$ cat src/spcs_defines.vh
// constants, register map and field layout of the serial port control block
// Overview of operation
// - tx-done irq requested while enabled; drops when done cleared or enable cleared
// - async clock select: 00 internal, 01 clock out, high bit x16 pin clock
// - sync mode: upper select 0 drives clock out, 1 takes pin clock in
// - tx-empty irq requested while enabled; cancelled by flag clear or enable clear
// - rx-full and rx-error irqs requested while rx irq enable is set
// - tx enable starts sending after holding write; disabled holds empty flag at 1
// - rx starts on start bit (async) or on clock input (sync)
// - clearing rx enable keeps rx flags, rx data and rx address bit
// - address wait skips frames with address bit 0, no flags set
// - frame with address bit 1 sets status bit and clears wait enable
// - smart card clock pin: guard mode selects low, high or clock output
// - status flags ignore 1 writes; clear only by 0 after reading 1
// - tx-empty resets 1, sets on disable or load, clears on clear or dma
// - rx-full sets on good frame, clears on software clear or dma read
// - overrun sets on frame while rx-full; old data kept; halts rx and sync tx
// - framing error on first stop 0; data stored, rx-full not set, halts rx
// - parity error stores data without rx-full; halts rx and sync tx
// - tx-done resets 1; sets on disable or empty at last bit; clears on reload
// - rx address bit captured per frame; tx address bit appended when sending
// - smart card select chooses smart card behaviour of the bits
`ifndef SPCS_DEFINES_VH
`define SPCS_DEFINES_VH
`define SPCS_ADDR_CTRL    2'h0
`define SPCS_ADDR_STAT    2'h1
`define SPCS_ADDR_TXDATA  2'h2
`define SPCS_ADDR_RXDATA  2'h3
`define SPCS_ADDR_MODE    2'h0
// control bits
`define SPCS_C_TIE   7
`define SPCS_C_RIE   6
`define SPCS_C_TE    5
`define SPCS_C_RE    4
`define SPCS_C_WAIT  3
`define SPCS_C_TX_DONE_IRQ_EN  2
`define SPCS_C_CK1   1
`define SPCS_C_CK0   0
// status bits
`define SPCS_S_TXE   7
`define SPCS_S_RXF   6
`define SPCS_S_OVR   5
`define SPCS_S_FER   4
`define SPCS_S_PER   3
`define SPCS_S_TXD   2
`define SPCS_S_RMP   1
`define SPCS_S_TMP   0
`define SPCS_CTRL_RST 8'h00
`define SPCS_STAT_RST 8'h84
// divider of clk_i giving the internal bit clock (cycles per bit)
`define SPCS_BIT_CYC  8'h10
// external clock is 16x bit rate in async mode
`define SPCS_OVS      5'h10
`endif

$ cat src/spcs_serial_port.v
// serial port control, status, shifters and clock pin logic
`timescale 1ns/10ps
`include "spcs_defines.vh"
module spcs_serial_port (
    input  wire       clk_i,
    input  wire       rst_i,
    input  wire [1:0] addr_i,
    input  wire [7:0] wdata_i,
    input  wire       wr_i,
    input  wire       rd_i,
    output reg  [7:0] rdata_o,
    input  wire       sync_mode_i,
    input  wire       chr7_i,
    input  wire       par_en_i,
    input  wire       par_odd_i,
    input  wire       stop2_i,
    input  wire       mp_mode_i,
    input  wire       smartcard_select_i,
    input  wire       guard_clock_mode_i,
    input  wire       dma_tx_wr_i,
    input  wire [7:0] dma_tx_data_i,
    input  wire       dma_rx_rd_i,
    input  wire       rxd_i,
    output reg        txd_o,
    input  wire       sck_i,
    output reg        sck_o,
    output reg        sck_oe_o,
    output reg        tx_empty_irq_o,
    output reg        rx_full_irq_o,
    output reg        rx_error_irq_o,
    output reg        tx_done_irq_o
);
    localparam ST_IDLE = 2'h0;
    localparam ST_DATA = 2'h1;
    localparam ST_STOP = 2'h2;

    reg [7:0] ctrl_ff;
    reg [7:0] stat_ff;
    reg [4:0] seen_ff;           // flags read as 1 since last clear
    reg [7:0] tx_holding_reg_ff;
    reg [7:0] rx_holding_reg_ff;
    reg [1:0] rxd_s_ff;
    reg [1:0] sck_s_ff;
    reg       sck_d_ff;
    reg [7:0] bdiv_ff;
    reg       bclk_ff;
    reg [4:0] ovs_ff;
    // transmitter
    reg [1:0] tst_ff;
    reg [10:0] tx_shifter_ff;
    reg [3:0] tcnt_ff;
    // receiver
    reg [1:0] rst_st_ff;
    reg [10:0] rx_shifter_ff;
    reg [3:0] rcnt_ff;

    // two-flop synchronised pins; only the second flop is read
    wire rxd_w = rxd_s_ff[1];
    wire sck_w = sck_s_ff[1];
    wire sck_rise = sck_w & ~sck_d_ff;
    wire sck_fall = ~sck_w & sck_d_ff;
    wire sync_ext = sync_mode_i & ctrl_ff[`SPCS_C_CK1];
    wire async_ext = ~sync_mode_i & ctrl_ff[`SPCS_C_CK1];
    // any receive error halts reception; sync mode halts transmit too
    wire err_any = stat_ff[`SPCS_S_OVR] | stat_ff[`SPCS_S_FER]
                 | stat_ff[`SPCS_S_PER];
    wire tx_halt = sync_mode_i & err_any;

    // internal bit clock divider, one tick per bit
    wire bit_tick = (bdiv_ff == `SPCS_BIT_CYC - 8'h01);
    wire half_tick = (bdiv_ff == (`SPCS_BIT_CYC >> 1) - 8'h01);
    // tick source: internal, x16 pin clock, or sync pin clock edges
    wire ovs_tick = sck_rise & (ovs_ff == `SPCS_OVS - 5'h01);
    wire tx_tick = sync_mode_i ? (sync_ext ? sck_fall : bit_tick)
                 : (async_ext ? ovs_tick : bit_tick);
    wire rx_tick = sync_mode_i ? (sync_ext ? sck_rise : half_tick)
                 : (async_ext ? ovs_tick : bit_tick);

    // holding register moves to the shifter on a bit tick once cleared
    wire load_tx = (tst_ff == ST_IDLE) & ctrl_ff[`SPCS_C_TE]
                 & ~stat_ff[`SPCS_S_TXE] & ~tx_halt & tx_tick;
    // stop bit begins: the character's last bit has gone out
    wire last_bit = (tst_ff == ST_STOP) & tx_tick & (tcnt_ff == 4'h0);
    // frame length: data bits plus a parity or address bit
    wire [3:0] nbits = sync_mode_i ? 4'h8 : (chr7_i ? 4'h7 : 4'h8);
    wire xtra = ~sync_mode_i & (mp_mode_i | par_en_i);
    wire tpar = ^tx_holding_reg_ff[6:0] ^ par_odd_i
              ^ (chr7_i ? 1'b0 : tx_holding_reg_ff[7]);
    wire xbit = mp_mode_i ? stat_ff[`SPCS_S_TMP] : tpar;

    // received-frame decode
    wire rx_done = (rst_st_ff == ST_STOP) & rx_tick;
    // frames without an extra bit sit one place higher in the shifter;
    // aligned, data starts at bit 2 (bit 3 for 7-bit async frames) and the extra bit is bit 10
    wire [10:0] ralign = xtra ? rx_shifter_ff
                              : {1'b0, rx_shifter_ff[10:1]};
    wire [7:0] rdat = (chr7_i & ~sync_mode_i) ? {1'b0, ralign[9:3]}
                    : ralign[9:2];
    wire rx_xbit = ralign[10];
    wire rx_par_bad = par_en_i & ~mp_mode_i & ~sync_mode_i
        & ((^rdat) ^ rx_xbit ^ par_odd_i);
    wire skip = mp_mode_i & ~sync_mode_i & ctrl_ff[`SPCS_C_WAIT]
              & ~rx_xbit;
    wire stop_bad = ~sync_mode_i & ~rxd_w;

    // register strobes decoded per offset
    wire wr_ctrl = wr_i & (addr_i == `SPCS_ADDR_CTRL);
    wire wr_stat = wr_i & (addr_i == `SPCS_ADDR_STAT);
    wire wr_tdat = wr_i & (addr_i == `SPCS_ADDR_TXDATA);
    wire rd_stat = rd_i & (addr_i == `SPCS_ADDR_STAT);

    // pin synchronisers and bit clock
    always @(posedge clk_i or posedge rst_i) begin
        if (rst_i) begin
            rxd_s_ff <= 2'h3;
            sck_s_ff <= 2'h0;
            sck_d_ff <= 1'b0;
            bdiv_ff  <= 8'h00;
            bclk_ff  <= 1'b1;
            ovs_ff   <= 5'h00;
        end else begin
            rxd_s_ff <= {rxd_s_ff[0], rxd_i};
            sck_s_ff <= {sck_s_ff[0], sck_i};
            sck_d_ff <= sck_w;
            bdiv_ff  <= bit_tick ? 8'h00 : bdiv_ff + 8'h01;
            if (bit_tick)
                bclk_ff <= 1'b1;
            else if (half_tick)
                bclk_ff <= 1'b0;
            if (sck_rise)
                ovs_ff <= ovs_tick ? 5'h00 : ovs_ff + 5'h01;
        end
    end

    // clock pin function
    always @(posedge clk_i or posedge rst_i) begin
        if (rst_i) begin
            sck_o    <= 1'b0;
            sck_oe_o <= 1'b0;
        end else if (smartcard_select_i) begin
            sck_oe_o <= ctrl_ff[`SPCS_C_CK0] | guard_clock_mode_i;
            sck_o    <= ctrl_ff[`SPCS_C_CK0] ? bclk_ff
                      : (guard_clock_mode_i & ctrl_ff[`SPCS_C_CK1]);
        end else if (sync_mode_i) begin
            sck_oe_o <= ~ctrl_ff[`SPCS_C_CK1];
            sck_o    <= (tst_ff != ST_IDLE) ? bclk_ff : 1'b1;
        end else begin
            sck_oe_o <= ~ctrl_ff[`SPCS_C_CK1]
                      & ctrl_ff[`SPCS_C_CK0];
            sck_o    <= bclk_ff;
        end
    end

    // transmitter
    always @(posedge clk_i or posedge rst_i) begin
        if (rst_i) begin
            tst_ff        <= ST_IDLE;
            tx_shifter_ff <= 11'h7FF;
            tcnt_ff       <= 4'h0;
            txd_o         <= 1'b1;
        end else begin
            case (tst_ff)
                ST_IDLE: begin
                    txd_o <= 1'b1;
                    if (load_tx) begin
                        tst_ff  <= ST_DATA;
                        txd_o   <= sync_mode_i ? tx_holding_reg_ff[0] : 1'b0;
                        tx_shifter_ff <= {2'h3, xbit, tx_holding_reg_ff};
                        tcnt_ff <= sync_mode_i ? 4'h7 : nbits + {3'h0, xtra};
                    end
                end
                ST_DATA: begin
                    if (tx_tick) begin
                        if (sync_mode_i)
                            tx_shifter_ff <= {1'b1, tx_shifter_ff[10:1]};
                        if (tcnt_ff == 4'h1
                            || (sync_mode_i && tcnt_ff == 4'h0)) begin
                            tst_ff  <= ST_STOP;
                            tcnt_ff <= (sync_mode_i | ~stop2_i) ? 4'h0 : 4'h1;
                        end else
                            tcnt_ff <= tcnt_ff - 4'h1;
                        if (!sync_mode_i) begin
                            // 7-bit frames put the extra bit in data bit 7's slot
                            txd_o <= (chr7_i && xtra && tcnt_ff == 4'h1)
                                   ? xbit : tx_shifter_ff[0];
                            tx_shifter_ff <= {1'b1, tx_shifter_ff[10:1]};
                        end else
                            txd_o <= tx_shifter_ff[1];
                    end
                    if (!ctrl_ff[`SPCS_C_TE])
                        tst_ff <= ST_IDLE;
                end
                ST_STOP: begin
                    if (tx_tick) begin
                        txd_o <= 1'b1;
                        if (tcnt_ff == 4'h0)
                            tst_ff <= ST_IDLE;
                        else
                            tcnt_ff <= tcnt_ff - 4'h1;
                    end
                end
                default: tst_ff <= ST_IDLE;
            endcase
        end
    end

    // receiver
    always @(posedge clk_i or posedge rst_i) begin
        if (rst_i) begin
            rst_st_ff     <= ST_IDLE;
            rx_shifter_ff <= 11'h000;
            rcnt_ff       <= 4'h0;
        end else begin
            case (rst_st_ff)
                ST_IDLE: begin
                    // start bit or clock edge starts a frame, unless halted
                    if (ctrl_ff[`SPCS_C_RE] && !err_any &&
                        (sync_mode_i ? rx_tick : (!rxd_w && rx_tick))) begin
                        rst_st_ff <= ST_DATA;
                        rcnt_ff   <= sync_mode_i ? 4'h7 : nbits + {3'h0, xtra};
                        if (sync_mode_i)
                            rx_shifter_ff <= {rxd_w, rx_shifter_ff[10:1]};
                    end
                end
                ST_DATA: begin
                    if (rx_tick) begin
                        rx_shifter_ff <= {rxd_w, rx_shifter_ff[10:1]};
                        if (rcnt_ff == 4'h1)
                            rst_st_ff <= ST_STOP;
                        rcnt_ff <= rcnt_ff - 4'h1;
                    end
                end
                ST_STOP: begin
                    // stop bit is sampled here, judged in the status logic
                    if (rx_tick)
                        rst_st_ff <= ST_IDLE;
                end
                default: rst_st_ff <= ST_IDLE;
            endcase
        end
    end

    // control, status and data registers
    always @(posedge clk_i or posedge rst_i) begin
        if (rst_i) begin
            ctrl_ff           <= `SPCS_CTRL_RST;
            stat_ff           <= `SPCS_STAT_RST;
            seen_ff           <= 5'h00;
            tx_holding_reg_ff <= 8'h00;
            rx_holding_reg_ff <= 8'h00;
        end else begin
            if (wr_ctrl)
                ctrl_ff <= wdata_i;
            if (wr_tdat)
                tx_holding_reg_ff <= wdata_i;
            else if (dma_tx_wr_i)
                tx_holding_reg_ff <= dma_tx_data_i;
            // read-as-1 memory, forgotten once a flag drops
            if (rd_stat)
                seen_ff <= stat_ff[7:3];
            else if (wr_stat)
                seen_ff <= seen_ff & stat_ff[7:3] & wdata_i[7:3];
            else
                seen_ff <= seen_ff & stat_ff[7:3];
            // flags: 0 written after 1 read clears, 1 writes ignored; TMP takes the written value
            if (wr_stat) begin
                stat_ff[`SPCS_S_TMP] <= wdata_i[`SPCS_S_TMP];
                if (!wdata_i[`SPCS_S_TXE] && seen_ff[4]) begin
                    stat_ff[`SPCS_S_TXE] <= 1'b0;
                    stat_ff[`SPCS_S_TXD] <= 1'b0;
                end
                if (!wdata_i[`SPCS_S_RXF] && seen_ff[3])
                    stat_ff[`SPCS_S_RXF] <= 1'b0;
                if (!wdata_i[`SPCS_S_OVR] && seen_ff[2])
                    stat_ff[`SPCS_S_OVR] <= 1'b0;
                if (!wdata_i[`SPCS_S_FER] && seen_ff[1])
                    stat_ff[`SPCS_S_FER] <= 1'b0;
                if (!wdata_i[`SPCS_S_PER] && seen_ff[0])
                    stat_ff[`SPCS_S_PER] <= 1'b0;
            end
            if (dma_tx_wr_i && !wr_stat) begin
                stat_ff[`SPCS_S_TXE] <= 1'b0;
                stat_ff[`SPCS_S_TXD] <= 1'b0;
            end
            // dma read of received data empties the holding register
            if (dma_rx_rd_i)
                stat_ff[`SPCS_S_RXF] <= 1'b0;
            // hardware sets win over clears, placed last
            if (load_tx)
                stat_ff[`SPCS_S_TXE] <= 1'b1;
            if (!ctrl_ff[`SPCS_C_TE]) begin
                stat_ff[`SPCS_S_TXE] <= 1'b1;
                stat_ff[`SPCS_S_TXD] <= 1'b1;
            end
            if (last_bit && stat_ff[`SPCS_S_TXE])
                stat_ff[`SPCS_S_TXD] <= 1'b1;
            // frame end; rx enable low leaves all rx state alone
            if (rx_done && !skip) begin
                if (!sync_mode_i && mp_mode_i) begin
                    stat_ff[`SPCS_S_RMP] <= rx_xbit;
                    if (rx_xbit && !wr_ctrl)
                        ctrl_ff[`SPCS_C_WAIT] <= 1'b0;
                end
                if (stat_ff[`SPCS_S_RXF])
                    stat_ff[`SPCS_S_OVR] <= 1'b1;
                else if (stop_bad || rx_par_bad) begin
                    rx_holding_reg_ff <= rdat;
                    if (stop_bad)
                        stat_ff[`SPCS_S_FER] <= 1'b1;
                    if (rx_par_bad)
                        stat_ff[`SPCS_S_PER] <= 1'b1;
                end else begin
                    rx_holding_reg_ff <= rdat;
                    stat_ff[`SPCS_S_RXF] <= 1'b1;
                end
            end
        end
    end

    // read data and interrupt levels
    always @(posedge clk_i or posedge rst_i) begin
        if (rst_i) begin
            rdata_o        <= 8'h00;
            tx_empty_irq_o <= 1'b0;
            rx_full_irq_o  <= 1'b0;
            rx_error_irq_o <= 1'b0;
            tx_done_irq_o  <= 1'b0;
        end else begin
            rdata_o <= ~rd_i ? 8'h00
                     : (addr_i == `SPCS_ADDR_CTRL) ? ctrl_ff
                     : (addr_i == `SPCS_ADDR_STAT) ? stat_ff
                     : (addr_i == `SPCS_ADDR_TXDATA) ? tx_holding_reg_ff
                     : rx_holding_reg_ff;
            tx_empty_irq_o <= stat_ff[`SPCS_S_TXE]
                            & ctrl_ff[`SPCS_C_TIE];
            rx_full_irq_o  <= stat_ff[`SPCS_S_RXF]
                            & ctrl_ff[`SPCS_C_RIE];
            rx_error_irq_o <= err_any & ctrl_ff[`SPCS_C_RIE];
            tx_done_irq_o  <= stat_ff[`SPCS_S_TXD]
                            & ctrl_ff[`SPCS_C_TX_DONE_IRQ_EN];
        end
    end
endmodule

$ cat config.mk
export PLATFORM = sky130hd
export DESIGN_NAME = spcs_serial_port
export DESIGN_NICKNAME = d
export VERILOG_FILES = /design/src/spcs_serial_port.v
export VERILOG_INCLUDE_DIRS = /design/src
export SDC_FILE = /design/constraint.sdc
export NUM_CORES = 1
export LEC_CHECK = 0
export BUFFER_PORTS_ARGS = -buffer_cell sky130_fd_sc_hd__buf_2
export CAP_MARGIN = 20
export CORE_AREA = 2 2 117 142
export CTS_CLUSTER_DIAMETER = 30
export CTS_CLUSTER_SIZE = 14
export DETAILED_ROUTE_END_ITERATION = 8
export DIE_AREA = 0 0 119 144
export HOLD_SLACK_MARGIN = 0.05
export PLACE_DENSITY = 0.6
export SYNTH_ARGS = -nofsm -noshare
export SYNTH_HDL_FRONTEND = slang
export SYNTH_SLANG_ARGS = --single-unit
$ cat constraint.sdc
create_clock -name clk_i -period 8.4 [get_ports clk_i]
set_clock_uncertainty 0.15 [all_clocks]
set_input_delay 0.84 -clock clk_i [delete_from_list [all_inputs] [get_ports clk_i]]
set_output_delay 0.84 -clock clk_i [all_outputs]
set_load 0.005 [all_outputs]
==> results.md <==
- Status: finished, final reports clean
- Yosys warns: 0
- Netlist cell types: 72
- FMAX: between 0.2 and 0.3 GHz
- Max Root-Sink Buffers: 2
- Layout net count: 595
- Clock Sinks: a little over 100
- Final setup violating endpoints: 0
- H-tree depth: 3
- Maximum vdd drop: about 0.00012 V
- Max_slew headroom: 0.443
- Post-CTS Resized: 0
- Antenna Cells: 0
- Power Density: approximately 270 mW/mm^2
- Worst Hold Launch: sck_s_ff[0]
- Routed WL: 12800 um
- Synth Net Count: 558
- Core Area: between 0.015 and 0.02 sq mm
- RSZ-0062 raised after global routing: false
- Routed wire length per instance: 16.7 um
- TritonRoute pass-1 iters: 7
- Top routing layer used: met4
- Avg Synthesized Cell Area: 10.5 sq um
- Post-DRT Antenna Nets: 0
- Most common cell after layout, fill and taps aside: dfrtp_1
- CTS clk-pin slew, worst paths: 70 ps
- Initial Util: 0.340
- Max cap viols: 0
- Area grow syn2layout: 13.2%
- First-pass GRT wire length: 20700 um
- CP endpoint kind: flip-flop
- I/O pin count: 49
- Reg2reg setup slack: 5530 ps
- Die W: 119 um
- Clk Latency, worst-skew pair: 350 ps
- Worst Path Max Fanout: 30
- CTS tree: yes
- Commonest cells after routing, fill and taps aside: dfrtp_1 (86), buf_2 (48), nor2_1 (45)
- Worst EP required: 8480 ps
- Crit path kind: in -> reg
- Wl on met1: between 5000 and 6000 um
- Fin. max-slew vios: 0
- Layout cells sized above 1: 0.223
- Reg-to-reg startpoint: bdiv_ff[4]
- Die Span Y: 144 um
- Post-route insts no fill: roughly 770
- Fin crit share: 0.407
- CP startpoint kind: input pin
- Total number of vias: slightly below 4000
- FF/Latch Area: approximately 0.0025 sq mm
- Metal2 WL: 6460 um
- Hold depth: 0
- Slowest CP cell: nor3_2
- Vias/cell: 5.15
- Pin count of the biggest net entering global routing: 59
- Cts hold-fix bufs: 0
- Initial antenna violation count: 0
- Fillers: 1560
- Worst path top cell family by delay: buffers and inverters
- HPWL after DPL: 9330 um
- Floorplan row count: 51
- Largest area contributor in the netlist: dfrtp_1
- Buf+Inv Stages, Crit Path: 2
- Pleak: between 2 and 3 nW
- PortBufs: 48
- Footprint of the multi-input gates: 0.00266 sq mm
- Cts bufs inserted: 9
- Placer Congestion: 0.841
- Critical Path AT: about 3500 ps
- TNS Setup: 0 ps
- Vias in the first global route: 3946
- Async S/R FF share, synth: 1.00
- Root Driver: clkbuf_16
- Hold path endpoint: sck_s_ff[1]
- Reg2reg path depth: 6
- CP peak stage delay: between 500 and 600 ps
- Drc violations: 0
- Final std cell area, no fill: 0.00611 sq mm
- Top_reg_cell synth: dfrtp_1
- Synthesized instance count: a little over 500
- Min-delay worst type: reg -> reg
- Total GRT Usage: 0.155
- Synth area leaders: dfrtp_1 (40%), dfstp_2 (7.3%), mux2_2 (4.4%)
- Synthesis-stage register bit count: 101
- DR WL met3: 533 um
- Setup repair bufs after CTS: 0
- Post-synthesis sequential area ratio: 0.471
- Post-synth EDFFs: 0
- GR Overflow Total: 0
- Cell count after placement: ~750
- Worst Tran Pin Value: around 830 ps
- Final hold violation count: 0
- Post-layout min period: between 3000 and 4000 ps
- CP cell instances: buf_2 > inv_1 > o32ai_1 > a22oi_2 > nor3_2 > o21a_1 > mux2_2
- Share of the synthesized area in the top cell type: 0.398
- DRT iter0 DRCs: about 310
- Placed Area: 0.00581 sq mm
- Worst R2R End: rx_shifter_ff[4]
- Mapped Area: 0.00540 sq mm
- Die ar.: about 0.017 sq mm
-- stage by stage --
step	hold slack, ps	worst slack, ps	util	power (mW)
global placement	188	4740	0.366	1.22
finish	201	4980	0.385	1.66
floorplan	181	4790	-	1.09
detailed placement	187	4620	0.366	1.24
global route	207	4790	0.385	1.76
CTS	203	4990	0.385	1.67
-- worst max-delay path by stage --
stage | startpoint | slack (ps) | depth (start not counted) | to
final | sync_mode_i | 4980 | 7 | rx_shifter_ff[4]
after global routing | sync_mode_i | 4790 | 7 | rx_shifter_ff[7]
after CTS | sync_mode_i | 4990 | 7 | rx_shifter_ff[4]
after detailed placement | sync_mode_i | 4620 | 7 | rx_shifter_ff[4]
after global placement | sync_mode_i | 4740 | 7 | rx_shifter_ff[2]
after floorplan | rst_i | 4790 | 1 | bdiv_ff[0]
-- cell families (layout without fill, tap and decap cells) --
group,Yosys count,after routing,share of synthesized area
buffers and inverters,46,88,0.0359
AOI/OAI and AO/OA,131,131,0.167
adders and majority gates,11,11,0.0255
DFF,101,101,0.471
muxes,49,49,0.114
xor gates and xnor gates,19,19,0.0359
and+or+nand+nor,156,156,0.150
-- state kept, by name (all words and copies together) (netlist names), 8 cells and up --
| name | flops |
|---|---|
| bdiv_ff | 8 |
| ctrl_ff | 8 |
| rx_holding_reg_ff | 8 |
| rx_shifter_ff | 9 |
| rdata_o | 8 |
| tx_holding_reg_ff | 8 |
| stat_ff | 8 |
| tx_shifter_ff | 9 |
-- cell type report --
| cell class | instances | share of cell area |
|---|---|---|
| timing repair buffer | 50 | 0.0418 |
| clock inverter | 7 | 0.0121 |
| clock buffer | 9 | 0.0368 |
| multi-input combinational | 366 | 0.435 |
| sequential | 101 | 0.417 |
| inverter | 22 | 0.0139 |
| tap | 212 | 0.0434 |
-- routing by layer --
layer	vias to the layer above	track usage
met3	11	0.0260
met2	80	0.268
li1	1921	-
met5	-	0
met1	1940	0.199
met4	0	0.0476
-- cells in the mapped netlist, drive strengths merged, types with 5 or more instances --
cell,instances
nor2b,8
a21boi,5
nand3,8
nand2b,9
clkbuf,15
o31ai,5
ha,11
and2,12
xor2,8
dfrtp,86
o221ai,7
inv,22
buf,9
nand2,33
o21ai,26
mux4,8
mux2,21
a21oi,40
nor3,13
dfstp,15
xnor2,9
nor2,46
mux2i,20
nor3b,6
-- power breakdown --
group          total (mW)  internal, mW  switching [mW]
clock network       0.422         0.233           0.189
registers           0.737         0.619           0.119
logic               0.497         0.238           0.260
total                1.66          1.09           0.567
Note: power is estimated with default switching activity, not from simulation.
